[config.mk]
export PLATFORM = sky130hd
export DESIGN_NAME = gate_drive_pulse_mode
export DESIGN_NICKNAME = d
export VERILOG_FILES = /design/src/hdl/gate_drive_pulse_mode.v
export VERILOG_INCLUDE_DIRS = /design/src /design/src/common
export SDC_FILE = /design/constraint.sdc
export NUM_CORES = 1
export LEC_CHECK = 0
export BUFFER_PORTS_ARGS = -buffer_cell sky130_fd_sc_hd__buf_2
export CAP_MARGIN = 0
export CORE_MARGIN = 2
export CORE_UTILIZATION = 55
export CTS_CLUSTER_DIAMETER = 200
export CTS_CLUSTER_SIZE = 28
export DETAILED_ROUTE_END_ITERATION = 7
export MAX_ROUTING_LAYER = met4
export PLACE_DENSITY = 0.77
export SETUP_SLACK_MARGIN = 0.1
export SLEW_MARGIN = 20
export SYNTH_ARGS = -nofsm -noshare
export SYNTH_HDL_FRONTEND = slang
export SYNTH_SLANG_ARGS = --single-unit
[constraint.sdc]
create_clock -name clk_i -period 6.6 [get_ports clk_i]
set_clock_uncertainty 0.15 [all_clocks]
set_input_delay 0 -clock clk_i [delete_from_list [all_inputs] [get_ports clk_i]]
set_output_delay 0 -clock clk_i [all_outputs]
set_load 0.03 [all_outputs]
[src/common/gate_drive_defs.vh]
// Constants for the gate-drive pulse mode block.
// Assumes inclusion by bare name from design files; definitions only.
// Functional notes
// - Filtered trigger active starts delay generator two cycles later.
// - After two delay high pulses: stop delay, start output, gate active.
// - Output generator finishes one high period, gate returns inactive.
// - Normal mode: trigger inactive stops output and forces gate inactive.
// - Gate signal passes one extra clock before the timer output pin.
// - Hold option set: trigger deassertion ignored while a gate is active.
// - Hold option set: trigger deasserting with gates inactive stops all.
// - Trigger dropping during delay stage stops before gate goes active.
// - Two channels with hold: ignore trigger while either gate active.
// - Control bit 1 selects trigger polarity, 0 high, 1 low.
// - Bits 3:2 give per-channel output polarity, 1 means active low.
// - Trigger pin synchronised by doubled peripheral clock before filter.
// - Filter counts up on opposite samples, down on matching; flips at width.
// - Width code 000 none, 001 4, 010 8, 011 16, 100 32 cycles.
// - Pin to filter delay 2-3, 5-6, 9-10, 17-18, 33-34 cycles.
// - Control bit 0 enables gate-drive mode.
// - Control bit 7 selects stop prohibition while an output is active.
`ifndef GATE_DRIVE_DEFS_VH
`define GATE_DRIVE_DEFS_VH

// Register map
`define GD_ADDR_CTRL     4'h0
`define GD_ADDR_DLY0_H   4'h1
`define GD_ADDR_DLY0_L   4'h2
`define GD_ADDR_OUT0_H   4'h3
`define GD_ADDR_OUT0_L   4'h4
`define GD_ADDR_DLY1_H   4'h5
`define GD_ADDR_DLY1_L   4'h6
`define GD_ADDR_OUT1_H   4'h7
`define GD_ADDR_OUT1_L   4'h8
`define GD_ADDR_RUN      4'h9
`define GD_ADDR_STATUS   4'ha

// Control register fields
`define GD_CTRL_RESET    8'h00
`define GD_MODE_BIT      0
`define GD_TRIG_POL_BIT  1
`define GD_OPOL_LSB      2
`define GD_FW_LSB        4
`define GD_HOLD_BIT      7

// Width and timing
`define GD_WIDTH_RESET   16'h0002
`define GD_DLY_PULSES    2'h2
`define GD_START_LAT     2'h2

// Filter thresholds per width code
`define GD_FW_LIM_NONE   6'd0
`define GD_FW_LIM_4      6'd4
`define GD_FW_LIM_8      6'd8
`define GD_FW_LIM_16     6'd16
`define GD_FW_LIM_32     6'd32

`endif

[src/hdl/gate_drive_pulse_mode.v]
// Gate-drive pulse mode: trigger filter plus delay/output pulse pairs.
// Assumes a simple strobe register port and asynchronous trigger input.
`timescale 1ns/1ns
`include "gate_drive_defs.vh"

module gate_drive_pulse_mode
#(
	parameter WIDTH = 16
)
(
	input  wire        clk_i,
	input  wire        rst_n_i,
	input  wire [3:0]  addr_i,
	input  wire [15:0] wdata_i,
	input  wire        wr_i,
	input  wire        rd_i,
	output reg  [15:0] rdata_o,
	input  wire        trigger_input_pin_i,
	output reg         gate_out0_o,
	output reg         gate_out1_o
);

	// Channel states
	localparam ST_IDLE  = 2'd0;
	localparam ST_START = 2'd1;
	localparam ST_DLY   = 2'd2;
	localparam ST_OUT   = 2'd3;

	// Count value that ends a low, high or output phase
	localparam [WIDTH-1:0] CNT_ONE = {{(WIDTH-1){1'b0}}, 1'b1};

	// Filter threshold by width code
	function [5:0] fw_limit;
		input [2:0] code;
		begin
			case (code)
				3'd1:    fw_limit = `GD_FW_LIM_4;
				3'd2:    fw_limit = `GD_FW_LIM_8;
				3'd3:    fw_limit = `GD_FW_LIM_16;
				3'd4:    fw_limit = `GD_FW_LIM_32;
				default: fw_limit = `GD_FW_LIM_NONE;
			endcase
		end
	endfunction

	// Phase still running while more than one count remains
	function more_left;
		input [WIDTH-1:0] n;
		begin
			more_left = (n > CNT_ONE);
		end
	endfunction

	// Address falls in the width register window
	function is_width_addr;
		input [3:0] a;
		begin
			is_width_addr = (a >= `GD_ADDR_DLY0_H) &&
				(a <= `GD_ADDR_OUT1_L);
		end
	endfunction

	// Width register slot for a window address
	function [2:0] width_slot;
		input [3:0] a;
		begin
			width_slot = a[2:0] - 3'd1;
		end
	endfunction

	reg [7:0]       gate_mode_ctrl_q;
	reg [WIDTH-1:0] width_q [0:7];
	reg [1:0]       run_q;
	reg             sync1_q;
	reg             sync2_q;
	reg             filt_q;
	reg [5:0]       fcnt_q;
	reg [1:0]       st_q [0:1];
	reg [1:0]       lat_q [0:1];
	reg [WIDTH-1:0] cnt_q [0:1];
	reg             hi_q [0:1];
	reg [1:0]       pulses_q [0:1];
	reg [1:0]       gate_q;
	// Next values of the channel sequencers
	reg [1:0]       st_d [0:1];
	reg [1:0]       lat_d [0:1];
	reg [WIDTH-1:0] cnt_d [0:1];
	reg             hi_d [0:1];
	reg [1:0]       pulses_d [0:1];
	reg [1:0]       gate_d;
	integer         i;
	integer         j;
	integer         k;

	wire       mode_en    = gate_mode_ctrl_q[`GD_MODE_BIT];
	wire       trig_pol   = gate_mode_ctrl_q[`GD_TRIG_POL_BIT];
	wire [1:0] opol       = gate_mode_ctrl_q[`GD_OPOL_LSB+1:`GD_OPOL_LSB];
	wire [2:0] fw_sel     = gate_mode_ctrl_q[`GD_FW_LSB+2:`GD_FW_LSB];
	wire       hold       = gate_mode_ctrl_q[`GD_HOLD_BIT];
	wire [5:0] flim       = fw_limit(fw_sel);
	wire       trig_on    = filt_q ^ trig_pol;
	wire       any_active = gate_q[0] | gate_q[1];
	// Hold suppresses stopping while any gate is active
	wire       keep       = hold & any_active;
	wire       stop       = ~trig_on & ~keep;

	// Register writes
	always @(posedge clk_i)
	begin
		if (!rst_n_i)
		begin
			gate_mode_ctrl_q <= `GD_CTRL_RESET;
			run_q            <= 2'b00;
			for (i = 0; i < 8; i = i + 1)
				width_q[i] <= `GD_WIDTH_RESET;
		end
		else if (wr_i)
		begin
			case (addr_i)
				`GD_ADDR_CTRL:   gate_mode_ctrl_q <= wdata_i[7:0];
				`GD_ADDR_RUN:    run_q <= wdata_i[1:0];
				default:
				begin
					if (is_width_addr(addr_i))
						width_q[width_slot(addr_i)] <= wdata_i[WIDTH-1:0];
				end
			endcase
		end
	end

	// Read data, one cycle after the strobe
	always @(posedge clk_i)
	begin
		if (!rst_n_i)
			rdata_o <= 16'h0000;
		else if (rd_i)
		begin
			case (addr_i)
				`GD_ADDR_CTRL:   rdata_o <= {8'h00, gate_mode_ctrl_q};
				`GD_ADDR_RUN:    rdata_o <= {14'h0000, run_q};
				`GD_ADDR_STATUS: rdata_o <= {9'h000, filt_q, st_q[1],
					st_q[0], gate_q};
				default:
				begin
					if (is_width_addr(addr_i))
						rdata_o <= width_q[width_slot(addr_i)];
					else
						rdata_o <= 16'h0000;
				end
			endcase
		end
		else
			rdata_o <= 16'h0000;
	end

	// Two-stage pin synchroniser feeding the filter
	// Only the second stage is read; the first may be metastable
	always @(posedge clk_i)
	begin
		if (!rst_n_i)
		begin
			sync1_q <= 1'b0;
			sync2_q <= 1'b0;
		end
		else
		begin
			sync1_q <= trigger_input_pin_i;
			sync2_q <= sync1_q;
		end
	end

	// Up/down noise filter; code 000 passes straight through
	// Opposite samples count up, matching ones count down
	// Short glitches thus decay instead of accumulating
	// Prohibited codes behave as no filtering
	always @(posedge clk_i)
	begin
		if (!rst_n_i)
		begin
			filt_q <= 1'b0;
			fcnt_q <= 6'd0;
		end
		else if (flim == 6'd0)
		begin
			filt_q <= sync2_q;
			fcnt_q <= 6'd0;
		end
		else if (sync2_q != filt_q)
		begin
			if (fcnt_q + 6'd1 >= flim)
			begin
				filt_q <= ~filt_q;
				fcnt_q <= 6'd0;
			end
			else
				fcnt_q <= fcnt_q + 6'd1;
		end
		else if (fcnt_q != 6'd0)
			fcnt_q <= fcnt_q - 6'd1;
	end

	// Per-channel delay then output sequencer, next-state part
	// Channel k uses width slots 4k (delay high), 4k+1 (delay low)
	// and 4k+2 (output high); slot 4k+3 is stored only
	// Both channels share the stop decision, so hold on either
	// gate keeps both running
	always @*
	begin
		gate_d = gate_q;
		for (k = 0; k < 2; k = k + 1)
		begin
			st_d[k]     = st_q[k];
			lat_d[k]    = lat_q[k];
			cnt_d[k]    = cnt_q[k];
			hi_d[k]     = hi_q[k];
			pulses_d[k] = pulses_q[k];
			if (!mode_en || !run_q[k] || stop)
			begin
				// Stop drops the channel and its gate at once
				st_d[k]   = ST_IDLE;
				gate_d[k] = 1'b0;
			end
			else
			begin
				case (st_q[k])
					ST_IDLE:
					begin
						// Trigger active: begin start latency
						lat_d[k] = 2'd1;
						st_d[k]  = ST_START;
					end
					ST_START:
					begin
						// Latency spent: delay stage begins low
						if (lat_q[k] == `GD_START_LAT - 2'd1)
						begin
							st_d[k]     = ST_DLY;
							hi_d[k]     = 1'b0;
							cnt_d[k]    = width_q[4*k+1];
							pulses_d[k] = 2'd0;
						end
						else
							lat_d[k] = lat_q[k] + 2'd1;
					end
					ST_DLY:
					begin
						// Delay stage alternates low and high phases
						if (more_left(cnt_q[k]))
							cnt_d[k] = cnt_q[k] - CNT_ONE;
						else if (hi_q[k])
						begin
							// End of a high pulse: count it
							if (pulses_q[k] + 2'd1 == `GD_DLY_PULSES)
							begin
								st_d[k]   = ST_OUT;
								gate_d[k] = 1'b1;
								cnt_d[k]  = width_q[4*k+2];
							end
							else
							begin
								pulses_d[k] = pulses_q[k] + 2'd1;
								hi_d[k]     = 1'b0;
								cnt_d[k]    = width_q[4*k+1];
							end
						end
						else
						begin
							// End of a low phase: go high
							hi_d[k]  = 1'b1;
							cnt_d[k] = width_q[4*k];
						end
					end
					ST_OUT:
					begin
						// One output high period, then gate off
						// Channel waits here until the trigger drops
						if (more_left(cnt_q[k]))
							cnt_d[k] = cnt_q[k] - CNT_ONE;
						else
							gate_d[k] = 1'b0;
					end
					default: st_d[k] = ST_IDLE;
				endcase
			end
		end
	end

	// Channel sequencer registers
	always @(posedge clk_i)
	begin
		if (!rst_n_i)
		begin
			gate_q <= 2'b00;
			for (j = 0; j < 2; j = j + 1)
			begin
				st_q[j]     <= ST_IDLE;
				lat_q[j]    <= 2'd0;
				cnt_q[j]    <= {WIDTH{1'b0}};
				hi_q[j]     <= 1'b0;
				pulses_q[j] <= 2'd0;
			end
		end
		else
		begin
			gate_q <= gate_d;
			for (j = 0; j < 2; j = j + 1)
			begin
				st_q[j]     <= st_d[j];
				lat_q[j]    <= lat_d[j];
				cnt_q[j]    <= cnt_d[j];
				hi_q[j]     <= hi_d[j];
				pulses_q[j] <= pulses_d[j];
			end
		end
	end

	// Output stage: one extra register with polarity applied
	// This is the extra clock between gate and timer output pin
	// Polarity acts at once, even with the channel idle
	always @(posedge clk_i)
	begin
		if (!rst_n_i)
		begin
			gate_out0_o <= 1'b0;
			gate_out1_o <= 1'b0;
		end
		else
		begin
			gate_out0_o <= gate_q[0] ^ opol[0];
			gate_out1_o <= gate_q[1] ^ opol[1];
		end
	end

endmodule // gate_drive_pulse_mode

==> results.py, run 1 <==
metrics = {
    "yosys": {
        "synth_mux_area_share_pct": 7.813,
        "async_flop_share_pct": 0,
        "synth-simple-area-share_pct": 19.72,
        "yosysSeqAreaShare_pct": 46.80,
        "ys_warn_count": 0,
        "syn_nets": 1251,
        "synth_top_area_cell": "edfxtp_1",
        "ys_seq_elements": 213,
        "synth_top_family_by_area": "simple AND/OR/NAND/NOR gates",
        "yosys-top-cells-count": "edfxtp_1 (128), and2_1 (127), nand2_1 (90), mux2i_1 (88), dfxtp_1 (85)",
        "synth_cells": 1197,
        "synth_area_sq_um": 11850,
        "synthXorXnorAreaFrac_pct": 1.552,
        "avgSynthCellArea_sq_um": 9.900,
        "yosysMostFrequentCell": "edfxtp_1",
        "synth_fa_ha_area_share_pct": 3.062,
        "synth_edf_count": 128,
        "synth_ff_type": "edfxtp_1",
        "synth_compound_area_share_pct": 17.41,
        "ys_top_cells_by_area": "edfxtp_1 (32%), dfxtp_1 (14%), mux2i_1 (7.4%), and2_1 (6.7%), a21oi_1 (3.2%)",
        "netlist.area_leader.share_pct": 32.44,
        "ys_types": 78,
    },
    "route": {
        "firstDrtPassIters": 5,
        "wl_per_cell_microns": 20.95,
        "drt_iter0_drc": 954,
        "remaining_drc_errors": 0,
        "wl_microns": 31290,
        "viasPerCell": 6.478,
        "postRouteAntennaNets": 0,
        "num_vias": 9671,
    },
    "flow_run": {
        "drv_cap": 0,
    },
    "place": {
        "gp_congestion": 0.9174,
        "dp_hpwl_microns": 21780,
        "io_buffer_count": 42,
    },
    "timing": {
        "fin_tns_setup_ns": 0,
        "slew_violations": 0,
        "max_freq_mhz": 262.6,
        "final.min_clock_period_ns": 3.808,
        "setup_viol": 0,
        "rsz0062_at_grt": "false",
        "hold_violations": 0,
        "fin_crit_sh_pct": 57.70,
        "max_slew_margin_pct": 25.24,
        "worst-slew-pin-transition_ns": 1.121,
    },
    "floorplanning": {
        "io_pins": 43,
        "row_count": 53,
        "coreArea_sq_um": 21090,
        "die_width_microns": 150.8,
        "dieArea_sq_um": 22740,
        "die_h_microns": 150.8,
        "start_util_pct": 56.19,
    },
    "clock_tree": {
        "cts_tree": "done",
        "cts.sinks": 213,
        "cts_buffer_depth": 3,
        "cts_resized": 0,
        "cts_root_buffer": "clkbuf_16",
        "htree_levels": 1,
        "clk_latency_ns": 0.47,
        "clk_pin_slew_ns": 0.11,
        "cts_buffers": 11,
    },
    "layout": {
        "antenna_cells": 0,
        "area_growth_pct": 8.014,
        "fillers": 1777,
        "nNetsFinal": 1268,
        "layout-drive-gt1-share_pct": 8.046,
        "fin_util_pct": 60.70,
    },
    "hold_path": {
        "hp-class": "in2reg",
    },
    "global_route": {
        "grt_pass1_wl_microns": 49550,
        "grt_pass1_vias": 9187,
        "grt_max_degree": 60,
        "antenna_found_initial": 0,
        "grt-ovfl-total": 0,
        "grt_use_total_pct": 28.59,
    },
    "worst_setup_path": {
        "crit_path_max_fanout": 59,
        "worstSetupPathType": "in2reg",
        "start_kind": "input port",
        "cp_data_arrival_time_ns": 4.03,
        "cp.required_ns": 6.82,
        "end_kind": "register",
    },
    "power": {
        "cellLeakagePower_nw": 4.621,
        "ir_worst_vdd_mv": 0.1550,
        "power_density_nw_per_um2": 194.0,
    },
    "run_status": {
        "run_status": "completed",
    },
}
## layer usage
layer	track usage, %	routed length [microns]	vias to the layer above
met1	38.87	13400	4699
li1	-	-	4489
met3	3.404	2379	60
met5	-	0	-
met4	7.991	786	0
met2	45.66	14720	423
## final cells by class
cell class                 instances  area [sq um]  share of cell area [%]
timing repair buffer              87         613.1                   4.790
inverter                          27         101.3                  0.7918
multi-input combinational        874          5886                   45.98
clock buffer                      16         294.0                   2.297
clock inverter                     1         16.27                  0.1271
tap                              275         344.1                   2.688
sequential                       213          5545                   43.32
## timing repair
item	in CTS	in global routing
endpoints found under the hold margin	147	0
hold buffers	26	0
buffers inserted	0	0
## report_power, final
group | internal, mW | switching, mW
sequential | 1.46 | 0.0357
combinational | 0.0864 | 0.155
clock | 0.319 | 0.425
total | 1.87 | 0.616
## logic make-up (layout without fill, tap and decap cells)
group,Yosys count,after routing
AOI/OAI and AO/OA,299,299
xor gates and xnor gates,21,21
adders and majority gates,29,29
buffers and inverters,110,131
DFF,213,213
muxes,92,92
and+or+nand+nor,433,433
## registers in the layout, summed over array words and instances (netlist names)
register / flops
rdata_o: 16
gate_out0_o: 1
sync2_q: 1
hi_q: 2
filt_q: 1
run_q: 2
fcnt_q: 6
gate_mode_ctrl_q: 8
st_q: 4
pulses_q: 4
gate_out1_o: 1
gate_q: 2
width_q: 128
lat_q: 4
cnt_q: 32
sync1_q: 1
## layout by cell type, fill, tap and decap left out, drive strengths merged, types with 26 or more instances in the layout
master / n
o21ai: 51
and2: 128
buf: 61
dfxtp: 85
edfxtp: 128
dlygate4sd3: 26
nor2: 70
mux2i: 88
ha: 29
a22oi: 39
a21oi: 75
nand2: 90
## metrics by stage
step                      cells  hold slack, ns  worst slack [ns]  power [mW]  area [sq um]
after floorplan            1197        -0.02271             3.416       1.663         11850
after global placement     1450         0.06358             2.671       1.747         12220
after detailed placement   1450         0.07420             2.533       1.753         12220
after CTS                  1493        0.005400             2.993       2.490         12790
after global routing       1493         0.05766             2.597       2.567         12800
final                      1493         0.02042             2.792       2.484         12800
## worst max-delay path, stage by stage
cell and delay, ns:
buf_2 0.08, buf_4 0.73, clkinv_1 0.65, ha_1 0.46, nor2b_1 0.18, nor2b_1 0.26, and2_1 0.31, nand2_1 0.11
dlygate4sd3_1 0.55, a21oi_1 0.06, dlygate4sd3_1 0.56
## path summary, 6_finish.rpt
path	start	cells after the start	slack, ns	endpoint
worst max-delay path	addr_i[0]	11	2.79	gate_mode_ctrl_q[0]
worst min-delay path	rst_n_i	4	0.02	pulses_q[0][2]
worst max register to register	cnt_q[0][21]	5	3.38	cnt_q[0][25]
worst min register to register	sync1_q	1	0.30	sync2_q
(Power assumes the default switching activity.)
==> run 2: changes to the inputs <==
- PLACE_DENSITY: 0.77 -> 0.8
- clock period: 6.6 -> 3.4 ns (I/O delays scaled with it)
==> results.py, run 2 (same netlist as run 1, synthesis figures left out) <==
metrics = {
    "worst_setup_path": {
        "cpPeakStageDelay_ns": 0.52,
        "cp.required_ns": 3.63,
        "crit_path_max_fanout": 9,
        "timing.rr.start": "fcnt_q[0]",
        "cp_data_arrival_time_ns": 3.15,
        "cp_slowest_cell": "dfxtp_1",
        "r2r_slack_ns": 0.48,
        "reg2regPathDepth": 9,
        "start_kind": "register",
        "end_kind": "register",
        "r2r_end": "fcnt_q[1]",
        "worstSetupPathType": "reg2reg",
        "cp_cell_sequence": "ha_1 -> nand3_1 -> xnor2_1 -> ha_1 -> a21oi_1 -> o21ai_0 -> a21oi_1 -> a31oi_1 -> a211oi_1",
    },
    "timing": {
        "worst-slew-pin-transition_ns": 1.109,
        "max_freq_mhz": 342.2,
        "setup_viol": 0,
        "final.min_clock_period_ns": 2.922,
        "fin_tns_setup_ns": 0,
        "fin_crit_sh_pct": 85.94,
        "rsz0062_at_grt": "false",
        "slew_violations": 0,
        "hold_violations": 0,
        "max_slew_margin_pct": 26.03,
    },
    "floorplanning": {
        "die_h_microns": 150.8,
        "io_pins": 43,
        "start_util_pct": 56.19,
        "dieArea_sq_um": 22740,
        "die_width_microns": 150.8,
        "row_count": 53,
        "coreArea_sq_um": 21090,
    },
    "layout": {
        "antenna_cells": 0,
        "regMostFlops": "width_q",
        "area_growth_pct": 9.133,
        "reg.largest.list": "width_q: 128 flops, cnt_q: 32 flops, rdata_o: 16 flops",
        "largest_reg_flops": 128,
        "layout-drive-gt1-share_pct": 9.297,
        "final_cells": 1512,
        "nNetsFinal": 1287,
        "final_cell_mix": "edfxtp_1 (128), and2_1 (127), nand2_1 (90)",
        "mostFrequentLayoutCell": "edfxtp_1",
    },
    "hold_path": {
        "whs_endpoint": "rdata_o[8]",
        "worstHoldStart": "addr_i[0]",
        "holdPathStages": 5,
        "hp-class": "in2reg",
    },
    "clock_tree": {
        "cts_setup_buffers": 0,
        "clk_pin_slew_ns": 0.12,
        "cts_resized": 0,
        "cts_tree": "done",
        "htree_levels": 1,
        "cts_buffer_depth": 3,
        "cts.sinks": 213,
        "cts_buffers": 11,
        "clk_latency_ns": 0.47,
        "cts_root_buffer": "clkbuf_16",
    },
    "global_route": {
        "grt_pass1_vias": 9241,
        "grt_use_total_pct": 28.76,
        "grt-ovfl-total": 0,
        "grt_pass1_wl_microns": 49620,
        "grt_max_degree": 58,
        "antenna_found_initial": 0,
    },
    "power": {
        "p_int_mw": 3.634,
        "cellLeakagePower_nw": 4.708,
        "switching_share_pct": 25.05,
        "p_seq_share_pct": 60.0,
        "power_density_nw_per_um2": 374.9,
        "combPwrFrac_pct": 9.9,
        "total_power_mw": 4.848,
        "clock_power_share_pct": 30.1,
        "p_switching_mw": 1.214,
        "ir_worst_vdd_mv": 0.4208,
    },
    "run_status": {
        "run_status": "completed",
    },
    "route": {
        "drt_iter0_drc": 1120,
        "wl_microns": 31790,
        "viasPerCell": 6.468,
        "wl_per_cell_microns": 21.03,
        "remaining_drc_errors": 0,
        "postRouteAntennaNets": 0,
        "firstDrtPassIters": 5,
        "num_vias": 9780,
    },
    "place": {
        "io_buffer_count": 42,
        "dp_hpwl_microns": 22410,
        "dp_cells": 1468,
        "gp_congestion": 0.9615,
    },
    "flow_run": {
        "drv_cap": 0,
    },
}
[run 2: cell types whose count changed in the layout (fill, tap and decap cells not counted)]
| cell | previous run | this run |
|---|---|---|
| a2111oi_0 | 2 | 3 |
| a2111oi_1 | 2 | 1 |
| buf_4 | 19 | 37 |
| dlygate4sd3_1 | 26 | 27 |
| nor2_1 | 68 | 69 |
| nor2_2 | 2 | 1 |
| nor4_2 | 0 | 1 |
| nor4_4 | 1 | 0 |
[run 2: power by group through the flow]
stage / clock [mW] / combinational, mW / sequential [mW]
global route: 1.54 / 0.516 / 2.92
detailed placement: 0 / 0.448 / 2.96
global placement: 0 / 0.440 / 2.96
CTS: 1.46 / 0.473 / 2.91
finish: 1.46 / 0.481 / 2.91
floorplan: 0 / 0.276 / 2.95
[run 2: what timing repair did]
| action | 4_1_cts | 5_1_grt |
|---|---|---|
| hold buffers | 27 | 0 |
| endpoints found under the hold margin | 154 | 0 |
| endpoints found under the setup margin | 0 | 0 |
[run 2: per-layer routing]
metal / up-vias / GRT usage (%) / part of all wire, %
li1: 4538 / - / -
met1: 4715 / 39.65 / 43
met2: 454 / 45.23 / 46
met4: 0 / 8.458 / 3.0
met3: 73 / 3.283 / 7.7
met5: - / - / 0
[run 2: how the worst max path moves through the flow]
stage	start	endpoint	slack [ns]	depth (start not counted)
2_1_floorplan	addr_i[0]	width_q[7][0]	0.22	8
3_3_place_gp	fcnt_q[0]	fcnt_q[1]	0.50	9
3_5_place_dp	addr_i[0]	width_q[2][6]	0.50	9
4_1_cts	fcnt_q[0]	fcnt_q[1]	0.50	9
5_1_grt	fcnt_q[0]	fcnt_q[1]	0.26	9
6_report	fcnt_q[0]	fcnt_q[1]	0.48	9
[run 2: area by class of cell]
cell class	instances	area, sq um
Multi-Input combinational cell	874	5873
Inverter	27	101.3
Tap cell	275	344.1
Clock inverter	1	16.27
Timing Repair Buffer	106	758.2
Sequential cell	213	5545
Fill cell	1778	8155
Clock buffer	16	294.0
[run 2: worst max-delay path, delay by kind of cell, from the launching register on]
kind                       cells  cell delay (ns)
DFF                            1             0.52
adders and majority gates      2             0.57
AOI/OAI and AO/OA              5             1.24
xor gates and xnor gates       1             0.26
and+or+nand+nor                1             0.11
[run 2: metrics by stage]
step	worst slack (ns)	hold WS [ns]	instance area [sq um]	util, %
after floorplan	0.2162	-0.02271	11850	-
after global placement	0.5011	0.06340	12350	58.57
after detailed placement	0.5045	0.06671	12350	58.57
after CTS	0.4955	0.003012	12930	61.33
after global routing	0.2580	0.03714	12930	61.33
final	0.4781	0.04100	12930	61.33
==> run 3: changes to the inputs <==
--- a/config.mk
+++ b/config.mk
@@ -15,2 +15,3 @@
 export DETAILED_ROUTE_END_ITERATION = 7
+export GPL_TIMING_DRIVEN = 0
 export MAX_ROUTING_LAYER = met4
@@ -18,3 +19,3 @@
 export SETUP_SLACK_MARGIN = 0.1
-export SLEW_MARGIN = 20
+export SLEW_MARGIN = 40
 export SYNTH_ARGS = -nofsm -noshare
--- a/constraint.sdc
+++ b/constraint.sdc
@@ -4,2 +4,2 @@
 set_output_delay 0 -clock clk_i [all_outputs]
-set_load 0.03 [all_outputs]
+set_load 0.01 [all_outputs]
==> results.py, run 3 (same netlist as run 1, synthesis figures left out) <==
metrics = {
    "layout": {
        "largest_reg_flops": 128,
        "antenna_cells": 0,
        "layout-drive-gt1-share_pct": 8.255,
        "nNetsFinal": 1334,
        "area_growth_pct": 10.45,
        "multi_input_area_sq_um": 5954,
        "final_cell_mix": "edfxtp_1 (128), and2_1 (127), nand2_1 (90)",
        "reg.largest.list": "width_q: 128 flops, cnt_q: 32 flops, rdata_o: 16 flops",
        "mostFrequentLayoutCell": "edfxtp_1",
        "register_area_sq_um": 5545,
        "regMostFlops": "width_q",
        "fin_util_pct": 62.07,
        "fin_area_sq_um": 13090,
        "fillers": 1724,
        "final_cells": 1559,
    },
    "clock_tree": {
        "cts_buffers": 11,
        "cts_buffer_depth": 3,
        "clk_latency_ns": 0.48,
        "htree_levels": 1,
        "clk_pin_slew_ns": 0.11,
        "cts.sinks": 213,
        "cts_setup_buffers": 0,
        "cts_root_buffer": "clkbuf_16",
        "cts_tree": "done",
    },
    "worst_setup_path": {
        "worstSetupPathType": "reg2reg",
        "cp_slowest_cell": "a2111o_1",
        "start_kind": "register",
        "end_kind": "register",
        "crit_path_max_fanout": 10,
        "cp.required_ns": 3.62,
        "reg2regPathDepth": 8,
        "cpPeakStageDelay_ns": 0.47,
        "cp_cell_sequence": "inv_1 -> ha_1 -> nor2b_1 -> a2111o_1 -> a31oi_2 -> clkbuf_1 -> o21ai_0 -> a32o_1",
        "cp_data_arrival_time_ns": 3.31,
    },
    "place": {
        "dp_cells": 1519,
        "io_buffer_count": 41,
        "gp_congestion": 1.002,
        "place_area_sq_um": 12540,
        "dp_hpwl_microns": 25350,
        "dp_slack_ns": 0.03177,
    },
    "global_route": {
        "grt-ovfl-total": 0,
        "grt_use_total_pct": 31.12,
        "grt_pass1_vias": 9445,
        "grt_pass1_wl_microns": 52560,
        "antenna_found_initial": 1,
        "grt_max_degree": 30,
    },
    "floorplanning": {
        "io_pins": 43,
        "coreArea_sq_um": 21090,
        "start_util_pct": 56.19,
        "dieArea_sq_um": 22740,
        "row_count": 53,
        "die_width_microns": 150.8,
        "die_h_microns": 150.8,
    },
    "timing": {
        "fin_ws_ns": 0.3120,
        "rsz0062_at_grt": "false",
        "hold_ws_ns": 0.02563,
        "final.min_clock_period_ns": 3.088,
        "slew_violations": 0,
        "max_freq_mhz": 323.8,
        "fin_crit_sh_pct": 90.82,
        "max_slew_margin_pct": 40.66,
        "worst-slew-pin-transition_ns": 0.8900,
        "hold_violations": 0,
        "setup_viol": 0,
        "fin_tns_setup_ns": 0,
    },
    "run_status": {
        "run_status": "completed",
    },
    "hold_path": {
        "hp-class": "in2reg",
        "holdPathStages": 5,
    },
    "route": {
        "firstDrtPassIters": 8,
        "num_vias": 10369,
        "wl_per_cell_microns": 22.28,
        "remaining_drc_errors": 0,
        "wl_microns": 34740,
        "drt_iter0_drc": 1482,
        "viasPerCell": 6.651,
        "postRouteAntennaNets": 0,
    },
    "flow_run": {
        "drv_cap": 0,
    },
    "power": {
        "power_density_nw_per_um2": 371.7,
        "total_power_mw": 4.866,
        "cellLeakagePower_nw": 4.683,
        "ir_worst_vdd_mv": 0.3942,
    },
}
## run 3: cell count changes in the layout (fill, tap and decap cells not counted), moves of 2 or more
cell | previous run | this run
buf_4 | 37 | 2
dlygate4sd3_1 | 27 | 22
buf_2 | 42 | 48
buf_6 | 0 | 7
buf_1 | 0 | 4
o21ai_4 | 1 | 3
clkbuf_1 | 5 | 74
o21ai_1 | 8 | 1
o21ai_2 | 0 | 6
## run 3: report_power, final
group          total (mW)  internal, mW  switching [mW]
registers            2.91          2.84          0.0708
clock network        1.46         0.620           0.837
logic               0.499         0.176           0.323
total                4.87          3.63            1.23
## run 3: final cells by class
cell class | count | share of cell area (%)
multi-input cells | 874 | 45.49
flip-flops and latches | 213 | 42.37
repair buffers | 70 | 3.824
well taps | 275 | 2.629
plain buffers | 83 | 2.543
clock buffers | 16 | 2.246
inverters | 27 | 0.7743
clock inverters | 1 | 0.1243
## run 3: path summary, 6_finish.rpt
| path | start | slack [ns] | endpoint |
|---|---|---|---|
| min reg2reg | pulses_q[0][3] | 0.32 | pulses_q[0][3] |
| min | addr_i[3] | 0.03 | rdata_o[0] |
| max reg2reg | st_q[0][3] | 0.31 | cnt_q[0][31] |
| max | st_q[0][3] | 0.31 | cnt_q[0][31] |
## run 3: worst max-delay path, delay by kind of cell, from the launching register on
| kind | cells | cell delay (ns) |
|---|---|---|
| buf+inv | 2 | 0.59 |
| simple gates | 1 | 0.17 |
| compound gates | 4 | 1.37 |
| flops | 1 | 0.45 |
| fa+ha+maj | 1 | 0.25 |
## run 3: layer usage
layer	wire (microns)	share of wire (%)	GRT usage (%)
met5	0	0	-
met4	1348	3.9	10.51
met1	14190	41	43.39
met3	3729	11	4.307
met2	15470	45	47.14
## run 3: what timing repair did
action | in CTS | in global routing
hold endpoints to repair | 150 | 0
setup endpoints to repair | 0 | 2
gates resized for setup | 0 | 1
hold buffers | 22 | 0
